`config.mk`:
```
export PLATFORM = sky130hd
export DESIGN_NAME = ldu_long_divide_unit
export DESIGN_NICKNAME = d
export VERILOG_FILES = /design/src/verilog/ldu_pkg.sv /design/src/verilog/ldu_div_if.sv /design/src/verilog/ldu_long_divide_unit.sv /design/src/verilog/ldu_div_core.sv
export VERILOG_INCLUDE_DIRS = /design/src /design/src/verilog
export SDC_FILE = /design/constraint.sdc
export NUM_CORES = 1
export LEC_CHECK = 0
export ABC_AREA = 1
export BUFFER_PORTS_ARGS = -buffer_cell sky130_fd_sc_hd__buf_2
export CAP_MARGIN = 20
export CELL_PAD_IN_SITES_DETAIL_PLACEMENT = 2
export CELL_PAD_IN_SITES_GLOBAL_PLACEMENT = 2
export CORE_MARGIN = 1
export CORE_UTILIZATION = 29
export DETAILED_ROUTE_END_ITERATION = 16
export PLACE_DENSITY = 0.77
export SLEW_MARGIN = 10
export SYNTH_ARGS = -nofsm -noshare
export SYNTH_HDL_FRONTEND = slang
export SYNTH_SLANG_ARGS = --single-unit
```
`constraint.sdc`:
```
create_clock -name i_core_clk -period 2 [get_ports i_core_clk]
set_input_delay 0.4 -clock i_core_clk [delete_from_list [all_inputs] [get_ports i_core_clk]]
set_output_delay 0.4 -clock i_core_clk [all_outputs]
set_load 0.01 [all_outputs]
```
`src/verilog/ldu_regs.svh`:
```
// Constants for the long word divide unit: opcodes, fields, flags, register map
`ifndef LDU_REGS_SVH
`define LDU_REGS_SVH

// Instruction bytes
`define LDU_ESC_BYTE      8'hED
`define LDU_PRE_FIRST     8'hFD
`define LDU_PRE_SECOND    8'hDD
`define LDU_OP_TOP        2'h3
`define LDU_OP_CLASS      2'h1

// Middle three-bit field of the last opcode byte
`define LDU_FLD_IMM       3'h7
`define LDU_FLD_REL       3'h7
`define LDU_FLD_DIRECT    3'h3
`define LDU_FLD_LOW_IND   3'h1
`define LDU_FLD_IDX_FIRST 3'h1
`define LDU_FLD_IDX_SEC   3'h3

// Flag byte positions
`define LDU_FLAG_S        3'd7
`define LDU_FLAG_Z        3'd6
`define LDU_FLAG_V        3'd2

// Signed quotient limits, as magnitudes
`define LDU_SQ_NEG_MAX    32'h0000_8000
`define LDU_SQ_POS_MAX    32'h0000_7FFF

// Divider step count
`define LDU_STEPS         6'h20

// Register port
`define LDU_ADDR_STATUS   2'h0
`define LDU_ADDR_MASK     2'h1
`define LDU_ADDR_LAST     2'h2
`define LDU_EV_TRAP       2'd0
`define LDU_EV_DONE       2'd1
`define LDU_EV_ILLEGAL    2'd2

`endif

```
`src/verilog/ldu_pkg.sv`:
```
// Types shared by the long word divide unit
package ldu_pkg;

	typedef enum logic [2:0] {
		LDU_MODE_NONE,
		LDU_MODE_REG,
		LDU_MODE_IMM,
		LDU_MODE_DIRECT,
		LDU_MODE_INDEX,
		LDU_MODE_REL,
		LDU_MODE_LOW_IND
	} ldu_mode_t;

	typedef enum logic [1:0] {
		LDU_ST_IDLE,
		LDU_ST_RUN,
		LDU_ST_FINISH
	} ldu_state_t;

	typedef struct packed {
		logic      ok;
		logic      sgn;
		ldu_mode_t mode;
	} ldu_dec_t;

endpackage

```
`src/verilog/ldu_div_if.sv`:
```
// Handshake between the divide unit sequencer and its iterative divider core
`timescale 1ns/1ps
`default_nettype none

interface ldu_div_if;
	logic        start;
	logic [31:0] dividend;
	logic [15:0] divisor;
	logic        done;
	logic [31:0] quotient;
	logic [15:0] remainder;

	modport ctrl (output start, output dividend, output divisor,
		input done, input quotient, input remainder);
	modport core (input start, input dividend, input divisor,
		output done, output quotient, output remainder);
endinterface

`default_nettype wire

```
`src/verilog/ldu_long_divide_unit.sv`:
```
// Long word divide unit: decode, sequencing, flags, trap and register port
//
// Notes on behaviour
// RULE_01: unsigned divide; source operand never modified
// RULE_02: unsigned fits: store results, clear V,S
// RULE_03: zero divisor: keep registers, Z=V=1, trap
// RULE_04: unsigned too large: keep registers, V, trap
// RULE_05: unsigned Z from quotient or divisor; H kept
// RULE_06: signed divide; remainder follows dividend sign
// RULE_07: signed fits: store results, S,Z from quotient
// RULE_08: signed out of range: keep, V, trap
// RULE_09: signed S cleared when V set
// RULE_10: register form ED then 11 rr 011
// RULE_11: immediate form FD ED 11 111 011
// RULE_12: direct form DD ED 11 011 011
// RULE_13: indexed form FD ED 11 xy 011
// RULE_14: relative DD..111, low indirect DD..001 forms
// RULE_15: signed uses final field 010
// RULE_16: only listed source modes are accepted
// RULE_17: flag layout fixed; carry and N untouched
`timescale 1ns/1ps
`default_nettype none
`include "ldu_regs.svh"

module ldu_long_divide_unit
	import ldu_pkg::*;
(
	input  wire logic        i_core_clk,
	input  wire logic        i_reset,
	input  wire logic        i_clk_en,
	// Instruction from the decoder and operands from operand fetch
	input  wire logic        i_req,
	input  wire logic        i_prefix_valid,
	input  wire logic [7:0]  i_prefix,
	input  wire logic [7:0]  i_escape,
	input  wire logic [7:0]  i_opcode,
	input  wire logic [15:0] i_source,
	input  wire logic [15:0] i_high_word,
	input  wire logic [15:0] i_low_word,
	input  wire logic [7:0]  i_flags,
	// Results towards the register file and exception unit
	output logic             o_busy,
	output logic             o_done,
	output logic             o_write,
	output logic [15:0]      o_quotient,
	output logic [15:0]      o_remainder,
	output logic [7:0]       o_flags,
	output logic             o_trap,
	output logic             o_illegal,
	output logic [2:0]       o_mode,
	// Register port
	input  wire logic [1:0]  i_reg_addr,
	input  wire logic [7:0]  i_reg_wdata,
	input  wire logic        i_reg_wr,
	input  wire logic        i_reg_rd,
	output logic [7:0]       o_reg_rdata,
	output logic             o_irq
);

	// ==========================================================
	// Helpers

	// Picks the legal form for an instruction, or reports none
	function automatic ldu_dec_t decode(input logic pv, input logic [7:0] pre,
		input logic [7:0] esc, input logic [7:0] op);
		ldu_dec_t   d;
		logic [2:0] f;
		d = '{ok: 1'b0, sgn: 1'b0, mode: LDU_MODE_NONE};
		f = op[5:3];
		if (esc == `LDU_ESC_BYTE && op[7:6] == `LDU_OP_TOP && op[2:1] == `LDU_OP_CLASS)
		begin
			// RULE_15: low bit 0 selects signed
			d.sgn = ~op[0];
			if (!pv)
			begin
				// RULE_10: pair select odd codes
				if (f[0])
				begin
					d.ok = 1'b1;
					d.mode = LDU_MODE_REG;
				end
			end
			else if (pre == `LDU_PRE_FIRST)
			begin
				// RULE_11: immediate source
				if (f == `LDU_FLD_IMM)
				begin
					d.ok = 1'b1;
					d.mode = LDU_MODE_IMM;
				end
				// RULE_13: index select field
				else if (f == `LDU_FLD_IDX_FIRST || f == `LDU_FLD_IDX_SEC)
				begin
					d.ok = 1'b1;
					d.mode = LDU_MODE_INDEX;
				end
			end
			else if (pre == `LDU_PRE_SECOND)
			begin
				// RULE_12: direct address source
				if (f == `LDU_FLD_DIRECT)
				begin
					d.ok = 1'b1;
					d.mode = LDU_MODE_DIRECT;
				end
				// RULE_14: relative and low indirect
				else if (f == `LDU_FLD_REL)
				begin
					d.ok = 1'b1;
					d.mode = LDU_MODE_REL;
				end
				else if (f == `LDU_FLD_LOW_IND)
				begin
					d.ok = 1'b1;
					d.mode = LDU_MODE_LOW_IND;
				end
			end
		end
		// RULE_16: anything else is refused
		if (!d.ok)
			d.mode = LDU_MODE_NONE;
		return d;
	endfunction

	// Two's complement negate when asked; used for operands and results
	function automatic logic [31:0] cond_neg(input logic [31:0] v, input logic neg);
		return neg ? 32'(~v + 32'h0000_0001) : v;
	endfunction

	// ==========================================================
	// State

	typedef struct packed {
		ldu_state_t  st;
		logic        sgn;
		logic        neg_q;
		logic        neg_r;
		logic [7:0]  flags_in;
		ldu_mode_t   mode;
		logic        busy;
		logic        done;
		logic        write;
		logic [15:0] quo;
		logic [15:0] rem;
		logic [7:0]  flags;
		logic        trap;
		logic        illegal;
		logic        start;
		logic [31:0] dvd;
		logic [15:0] dsr;
		logic [2:0]  status;
		logic [2:0]  mask;
		logic [7:0]  rdata;
		logic        irq;
	} ldu_top_t;

	ldu_top_t s_q;
	ldu_top_t s_d;
	ldu_dec_t dec;
	logic [31:0] mag_q;
	logic [31:0] sq;
	logic [15:0] mag_r;
	logic        fits;
	logic [2:0]  ev;

	ldu_div_if div_bus ();

	ldu_div_core u_core (
		.i_core_clk (i_core_clk),
		.i_reset    (i_reset),
		.i_clk_en   (i_clk_en),
		.bus        (div_bus.core)
	);

	assign div_bus.start    = s_q.start;
	assign div_bus.dividend = s_q.dvd;
	assign div_bus.divisor  = s_q.dsr;

	// ==========================================================
	// Sequencer, flags and register port
	always_comb
	begin
		s_d = s_q;
		s_d.done = 1'b0;
		s_d.write = 1'b0;
		s_d.trap = 1'b0;
		s_d.illegal = 1'b0;
		s_d.start = 1'b0;
		ev = '0;
		dec = decode(i_prefix_valid, i_prefix, i_escape, i_opcode);
		mag_q = div_bus.quotient;
		sq = cond_neg(mag_q, s_q.neg_q);
		mag_r = div_bus.remainder;
		// Negative side reaches one further than positive
		fits = s_q.neg_q ? (mag_q <= `LDU_SQ_NEG_MAX) : (mag_q <= `LDU_SQ_POS_MAX);

		unique case (s_q.st)
			LDU_ST_IDLE:
			begin
				if (i_req)
				begin
					s_d.mode = dec.mode;
					s_d.sgn = dec.sgn;
					s_d.flags_in = i_flags;
					if (!dec.ok)
					begin
						s_d.illegal = 1'b1;
						ev[`LDU_EV_ILLEGAL] = 1'b1;
					end
					else if (i_source == '0)
					begin
						// RULE_03: zero divisor outcome
						s_d.flags = i_flags;
						s_d.flags[`LDU_FLAG_Z] = 1'b1;
						s_d.flags[`LDU_FLAG_V] = 1'b1;
						s_d.flags[`LDU_FLAG_S] = 1'b0;
						s_d.trap = 1'b1;
						s_d.done = 1'b1;
						ev[`LDU_EV_TRAP] = 1'b1;
						ev[`LDU_EV_DONE] = 1'b1;
					end
					else
					begin
						// RULE_01: unsigned operands pass untouched
						// RULE_06: signed operands go in as magnitudes
						s_d.neg_r = dec.sgn & i_high_word[15];
						s_d.neg_q = dec.sgn & (i_high_word[15] ^ i_source[15]);
						s_d.dvd = cond_neg({i_high_word, i_low_word}, dec.sgn & i_high_word[15]);
						s_d.dsr = 16'(cond_neg({16'h0000, i_source}, dec.sgn & i_source[15]));
						s_d.start = 1'b1;
						s_d.busy = 1'b1;
						s_d.st = LDU_ST_RUN;
					end
				end
			end
			LDU_ST_RUN:
			begin
				if (div_bus.done)
					s_d.st = LDU_ST_FINISH;
			end
			LDU_ST_FINISH:
			begin
				s_d.st = LDU_ST_IDLE;
				s_d.busy = 1'b0;
				s_d.done = 1'b1;
				ev[`LDU_EV_DONE] = 1'b1;
				// RULE_17: carry, N, H and spare bits pass through
				s_d.flags = s_q.flags_in;
				s_d.flags[`LDU_FLAG_S] = 1'b0;
				if (!s_q.sgn)
				begin
					// RULE_04: unsigned quotient too wide
					if (mag_q[31:16] != '0)
					begin
						s_d.flags[`LDU_FLAG_V] = 1'b1;
						s_d.flags[`LDU_FLAG_Z] = 1'b0;
						s_d.trap = 1'b1;
						ev[`LDU_EV_TRAP] = 1'b1;
					end
					else
					begin
						// RULE_02: store results
						// RULE_05: zero from quotient
						s_d.write = 1'b1;
						s_d.quo = mag_q[15:0];
						s_d.rem = mag_r;
						s_d.flags[`LDU_FLAG_V] = 1'b0;
						s_d.flags[`LDU_FLAG_Z] = (mag_q[15:0] == '0);
					end
				end
				else if (!fits)
				begin
					// RULE_08: signed out of range
					// RULE_09: sign cleared with overflow
					s_d.flags[`LDU_FLAG_V] = 1'b1;
					s_d.flags[`LDU_FLAG_Z] = 1'b0;
					s_d.trap = 1'b1;
					ev[`LDU_EV_TRAP] = 1'b1;
				end
				else
				begin
					// RULE_07: signed store and flags
					// RULE_06: remainder takes dividend sign
					s_d.write = 1'b1;
					s_d.quo = sq[15:0];
					s_d.rem = 16'(cond_neg({16'h0000, mag_r}, s_q.neg_r));
					s_d.flags[`LDU_FLAG_V] = 1'b0;
					// RULE_09: sign from quotient
					s_d.flags[`LDU_FLAG_S] = sq[15];
					s_d.flags[`LDU_FLAG_Z] = (sq[15:0] == '0);
				end
			end
		endcase

		// Read data appear the cycle after the strobe
		s_d.rdata = '0;
		if (i_reg_rd)
		begin
			unique case (i_reg_addr)
				`LDU_ADDR_STATUS: s_d.rdata = {5'h00, s_q.status};
				`LDU_ADDR_MASK:   s_d.rdata = {5'h00, s_q.mask};
				`LDU_ADDR_LAST:   s_d.rdata = {s_q.busy, 4'h0, s_q.mode};
				default:          s_d.rdata = '0;
			endcase
		end
		if (i_reg_wr && i_reg_addr == `LDU_ADDR_MASK)
			s_d.mask = i_reg_wdata[2:0];
		// Read clears status, but an event in the same cycle survives
		if (i_reg_rd && i_reg_addr == `LDU_ADDR_STATUS)
			s_d.status = ev;
		else
			s_d.status = s_q.status | ev;
		s_d.irq = |(s_d.status & s_d.mask);
	end

	// ==========================================================
	// State register; clock enable freezes everything
	always_ff @(posedge i_core_clk)
	begin
		if (i_reset)
		begin
			s_q <= '0;
			s_q.st <= LDU_ST_IDLE;
			s_q.mode <= LDU_MODE_NONE;
		end
		else if (i_clk_en)
			s_q <= s_d;
	end

	// ==========================================================
	// Outputs, all straight from the state register
	assign o_busy      = s_q.busy;
	assign o_done      = s_q.done;
	assign o_write     = s_q.write;
	assign o_quotient  = s_q.quo;
	assign o_remainder = s_q.rem;
	assign o_flags     = s_q.flags;
	assign o_trap      = s_q.trap;
	assign o_illegal   = s_q.illegal;
	assign o_mode      = s_q.mode;
	assign o_reg_rdata = s_q.rdata;
	assign o_irq       = s_q.irq;

endmodule

`default_nettype wire

```
`src/verilog/ldu_div_core.sv`:
```
// Restoring 32 by 16 unsigned divider, one quotient bit per cycle
`timescale 1ns/1ps
`default_nettype none
`include "ldu_regs.svh"

module ldu_div_core
	import ldu_pkg::*;
(
	input  wire logic i_core_clk,
	input  wire logic i_reset,
	input  wire logic i_clk_en,
	ldu_div_if.core   bus
);

	typedef struct packed {
		logic [5:0]  cnt;
		logic [15:0] rem;
		logic [31:0] quo;
		logic [15:0] dsr;
		logic        done;
	} ldu_core_t;

	ldu_core_t s_q;
	ldu_core_t s_d;
	logic [16:0] shifted;

	// ==========================================================
	// Step logic
	always_comb
	begin
		s_d = s_q;
		s_d.done = 1'b0;
		shifted = {s_q.rem, s_q.quo[31]};
		if (bus.start)
		begin
			s_d.cnt = `LDU_STEPS;
			s_d.rem = '0;
			s_d.quo = bus.dividend;
			s_d.dsr = bus.divisor;
		end
		else if (s_q.cnt != '0)
		begin
			// Remainder stays below the divisor, so 16 bits hold it
			if (shifted >= {1'b0, s_q.dsr})
			begin
				s_d.rem = 16'(shifted - {1'b0, s_q.dsr});
				s_d.quo = {s_q.quo[30:0], 1'b1};
			end
			else
			begin
				s_d.rem = shifted[15:0];
				s_d.quo = {s_q.quo[30:0], 1'b0};
			end
			s_d.cnt = 6'(s_q.cnt - 6'h01);
			s_d.done = (s_q.cnt == 6'h01);
		end
	end

	// ==========================================================
	// State register
	always_ff @(posedge i_core_clk)
	begin
		if (i_reset)
			s_q <= '0;
		else if (i_clk_en)
			s_q <= s_d;
	end

	assign bus.done      = s_q.done;
	assign bus.quotient  = s_q.quo;
	assign bus.remainder = s_q.rem;

endmodule

`default_nettype wire

```
==> implementation parameters <==
Parameter                              Value

Floorplanning
  Full die area    slightly below 40000 sq um
  Top Ports    154
  Row Count    71
  Core area    approximately 38000 sq um
  X dimension of the die    199.1 um
  Initial Util    between 20% and 30%
  Die Height    199.1 um

Synthesis
  Number of enable flip-flop cells after synthesis    0
  Count of mapped cells out of synthesis    approximately 1700
  Post-synthesis area per instance    roughly 6.6 sq um
  Synthesized flop and latch total    189
  Post-synth ARST share    0%
  Yosys cell types    50
  Part of the Yosys area used for sequential elements    between 30% and 40%
  Primary flip-flop cell chosen by synthesis mapping    sky130_fd_sc_hd__dfxtp_1
  Total standard cell area after synthesis    11270 sq um
  Synth warn    0

STA
  Post-Route Setup TNS    -4.520 ns
  Pins over their slew limit    0
  Measured slew at the worst slew-check pin    about 0.57 ns
  Slew HR    a little over 60%
  Unrepaired setup endpoints after global routing    yes
  Total count of hold-check failures in the final report    0
  Final period util    113.2%
  Shortest clock period the worst path allows after layout    between 2 and 2.5 ns
  Final setup vio count    57
  Final setup margin    -0.2638 ns
  Timing-limited maximum frequency    between 400 and 500 MHz
  Final setup skew    0.02163 ns

Route
  Via-per-instance ratio    around 5.4
  Detailed-routing iteration count for the pre-antenna-repair pass    5
  Wirelength per Cell    about 24 um
  Antenna violation net count after detailed routing    0
  Detailed Route Iter0 Violations    about 730
  Post-route DRC violation count    0
  Total routed wirelength    60.19 mm
  Via total after detailed routing    ~14000

Clock network
  CTS Sinks    189
  Post-CTS Hold Fix Bufs    0
  CTS clock-pin slew for the worst setup and hold paths    roughly 0.08 ns
  H-tree depth    4
  Clk_lat worst skew    just under 0.5 ns
  Clock buffer depth    2
  CTS buffer count    17
  Clock tree from TritonCTS    built
  CTS Root Cell    sky130_fd_sc_hd__clkbuf_16

Pwr
  Leakage Power    6.819 nW
  Clock group share of total power    ~15%
  Part of the total power dissipated in combinational logic    ~64%
  Max VDD drop    just under 1000 uV
  Sequential share of power    about a fifth
  Internal power consumption    between 10 and 15 mW
  Cell area power density    ~1600 nW/um^2
  Total design power    approximately 24 mW
  Switching part of the total power    approximately 50%
  Switching power total    12.12 mW

Status
  Violations in the final reports    negative setup slack
  Status    finished with violations

Final layout
  Filler cells    about 4400
  Share of cells above drive strength 1    between 30% and 40%
  Area of all placed cells without fillers    between 15000 and 20000 sq um
  Area growth from synthesis to layout    38.82%
  Layout Nets    ~2100

Setup path
  Sort of element at the end of the critical path    flop
  Master of the slowest instance on the critical path    sky130_fd_sc_hd__dfxtp_1
  Crit path DAT    between 2 and 3 ns
  Total buffers and inverters traversed by the critical path    1
  Critical path class    flop to flop
  Startpoint kind of the worst setup timing path    flop
  Worst setup slack for register-to-register paths    -0.26 ns
  Critical path, cell by cell    ha_4 > nand2_1 > inv_1 > a21oi_2 > nand2_2 > nand3_4 > nand2_4 > nand2_8 > nand2_8 > nand2_1 > nand3_1 > a21oi_2
  Logic depth of the worst register-to-register path    12
  Family with the most delay on the worst path    simple AND/OR/NAND/NOR gates
  Worst-path maximum fanout    17
  Worst path max stage delay    between 0.4 and 0.5 ns
  Worst reg2reg endpoint    u_core.bus.remainder[8]$_SDFFE_PP0P_
  Critical R2R Launch    u_core.bus.remainder[4]$_SDFFE_PP0P_
  Required time at the worst-slack endpoint    approximately 2.4 ns

Hold path
  Number of cells on the worst hold path    3
  End point of the most critical hold path    div_bus.dividend[22]$_SDFFE_PP0P_
  Class of the tightest hold or removal check    input pin to flop
  Worst hold path startpoint    i_high_word[6]

Global routing
  Overall routing resource usage    approximately a quarter
  Congestion Overflow GR    0
  Maximum number of pins on one net before global-route repair    70
  Number of global-route vias before repair    ~14000
  Antenna violations before repair    1
  First-pass GRT wire length    roughly 78 mm

Placed design
  Setup slack after placement    -0.5172 ns
  Port Buffers    around 140
  Weighted congestion reported at the end of routability-driven placement    0.8520
  Post-place instance area    13610 sq um
  HPWL reported at the end of detailed placement    33.89 mm

Job
  Number of max-cap violations    0
[how the worst max path moves through the flow]
stage | start | to | slack, ns | cells past startpoint
detailed placement | i_source[0] | o_flags[2]$_SDFFE_PP0P_ | -0.52 | 14
global route | u_core.s_q[6]$_SDFFE_PP0P_ | u_core.bus.remainder[11]$_SDFFE_PP0P_ | -0.28 | 12
global placement | i_source[0] | div_bus.dividend[15]$_SDFFE_PP0P_ | -0.39 | 15
floorplan | u_core.bus.remainder[7]$_SDFFE_PP0P_ | u_core.bus.remainder[14]$_SDFFE_PP0P_ | 0.01 | 10
finish | u_core.bus.remainder[4]$_SDFFE_PP0P_ | u_core.bus.remainder[8]$_SDFFE_PP0P_ | -0.26 | 12
CTS | u_core.bus.quotient[31]$_SDFFE_PP0P_ | u_core.bus.remainder[11]$_SDFFE_PP0P_ | 0.002 | 15
[through the flow]
step	instances	utilization, %	hold slack, ns
6_report	2503	41.24	0.1937
5_1_grt	2503	41.24	0.2278
4_1_cts	2486	38.58	0.2120
3_5_place_dp	2444	35.87	0.4414
3_3_place_gp	2444	35.87	0.4372
2_1_floorplan	1701	-	0.4245
[cell usage in the layout (no fill, tap or decap), types with 30 or more instances in the layout]
cell / instances
sky130_fd_sc_hd__dfxtp_1: 174
sky130_fd_sc_hd__inv_2: 31
sky130_fd_sc_hd__o21ai_1: 43
sky130_fd_sc_hd__nand3_2: 30
sky130_fd_sc_hd__a31oi_1: 39
sky130_fd_sc_hd__nand3_1: 81
sky130_fd_sc_hd__xor2_1: 33
sky130_fd_sc_hd__o21ai_0: 140
sky130_fd_sc_hd__nor2_1: 126
sky130_fd_sc_hd__inv_1: 136
sky130_fd_sc_hd__a21oi_1: 136
sky130_fd_sc_hd__a21oi_2: 49
sky130_fd_sc_hd__buf_4: 215
sky130_fd_sc_hd__nand2_1: 331
sky130_fd_sc_hd__buf_2: 141
[power by group through the flow]
stage	Sequential [mW]	Clock, mW	Combinational [mW]
floorplan	4.85	0	6.14
finish	4.99	3.64	15.6
global route	5.02	3.79	16.4
global placement	4.78	0	9.74
detailed placement	4.82	0	10.2
CTS	4.81	3.53	11.4
[state kept, by name, summed over array words and instances (netlist names)]
register,count
u_core.bus.done,1
o_write,1
o_trap,1
u_core.bus.quotient,32
div_bus.divisor,16
s_q,16
o_illegal,1
div_bus.start,1
u_core.bus.remainder,16
o_mode,3
o_quotient,16
div_bus.dividend,32
o_reg_rdata,4
o_flags,8
o_irq,1
o_done,1
u_core.s_q,22
o_busy,1
o_remainder,16
[final cells by class]
class	instances	area [sq um]	area share, %
Multi-Input combinational cell	1215	7161	45.78
Sequential cell	189	3810	24.36
Timing Repair Buffer	381	2783	17.79
Inverter	174	670.6	4.287
Tap cell	511	639.4	4.087
Clock buffer	18	439.2	2.808
Clock inverter	14	137.6	0.8799
Antenna cell	1	2.502	0.01600
[timing repair]
action / CTS / global route
gates cloned: 2 / 4
setup buffers: 8 / 13
pin swaps: 21 / 50
setup endpoints to repair: 73 / 103
resized for setup: 81 / 215
[Yosys cell counts (all sizes together) (3+ instances only)]
| library cell | count | share of area (%) |
|---|---|---|
| nand2 | 365 | 12 |
| o21ai | 191 | 8.5 |
| a21oi | 189 | 8.6 |
| dfxtp | 189 | 34 |
| inv | 170 | 5.7 |
| nor2 | 161 | 5.6 |
| nand3 | 116 | 5.3 |
| buf | 77 | 4.9 |
| clkbuf | 47 | 1.6 |
| a31oi | 41 | 2.3 |
| xor2 | 35 | 2.7 |
| ha | 28 | 3.1 |
| nor3 | 24 | 1.3 |
| xnor2 | 16 | 1.2 |
| nand4 | 9 | 0.50 |
| nand3b | 7 | 0.47 |
| clkinv | 4 | 0.13 |
| o21bai | 3 | 0.20 |
| or2 | 3 | 0.17 |
[logic make-up (layout without fill, tap and decap cells)]
logic type | after synthesis | in the layout | share of synthesized area [%]
and+or+nand+nor | 692 | 693 | 26.09
AOI/OAI and AO/OA | 438 | 438 | 20.72
other | 1 | 5 | 0.03328
buffers and inverters | 298 | 587 | 12.33
adders and majority gates | 29 | 29 | 3.287
xor gates and xnor gates | 51 | 51 | 3.964
DFF | 189 | 189 | 33.58
[worst register-to-register path, stage by stage, from the launching register on]
cell and delay [ns]:
sky130_fd_sc_hd__dfxtp_1 0.43, sky130_fd_sc_hd__ha_4 0.25, sky130_fd_sc_hd__nand2_1 0.12, sky130_fd_sc_hd__inv_1 0.11
sky130_fd_sc_hd__a21oi_2 0.21, sky130_fd_sc_hd__nand2_2 0.11, sky130_fd_sc_hd__nand3_4 0.10, sky130_fd_sc_hd__nand2_4 0.07
sky130_fd_sc_hd__nand2_8 0.13, sky130_fd_sc_hd__nand2_8 0.12, sky130_fd_sc_hd__nand2_1 0.16, sky130_fd_sc_hd__nand3_1 0.16
sky130_fd_sc_hd__a21oi_2 0.20
[layer usage]
metal  GRT usage, %  part of all wire [%]
met1          30.02                    40
met2          45.97                    52
met3          4.169                   3.5
met4          8.689                   4.1
met5              0                     0
(Power assumes the default switching activity.)
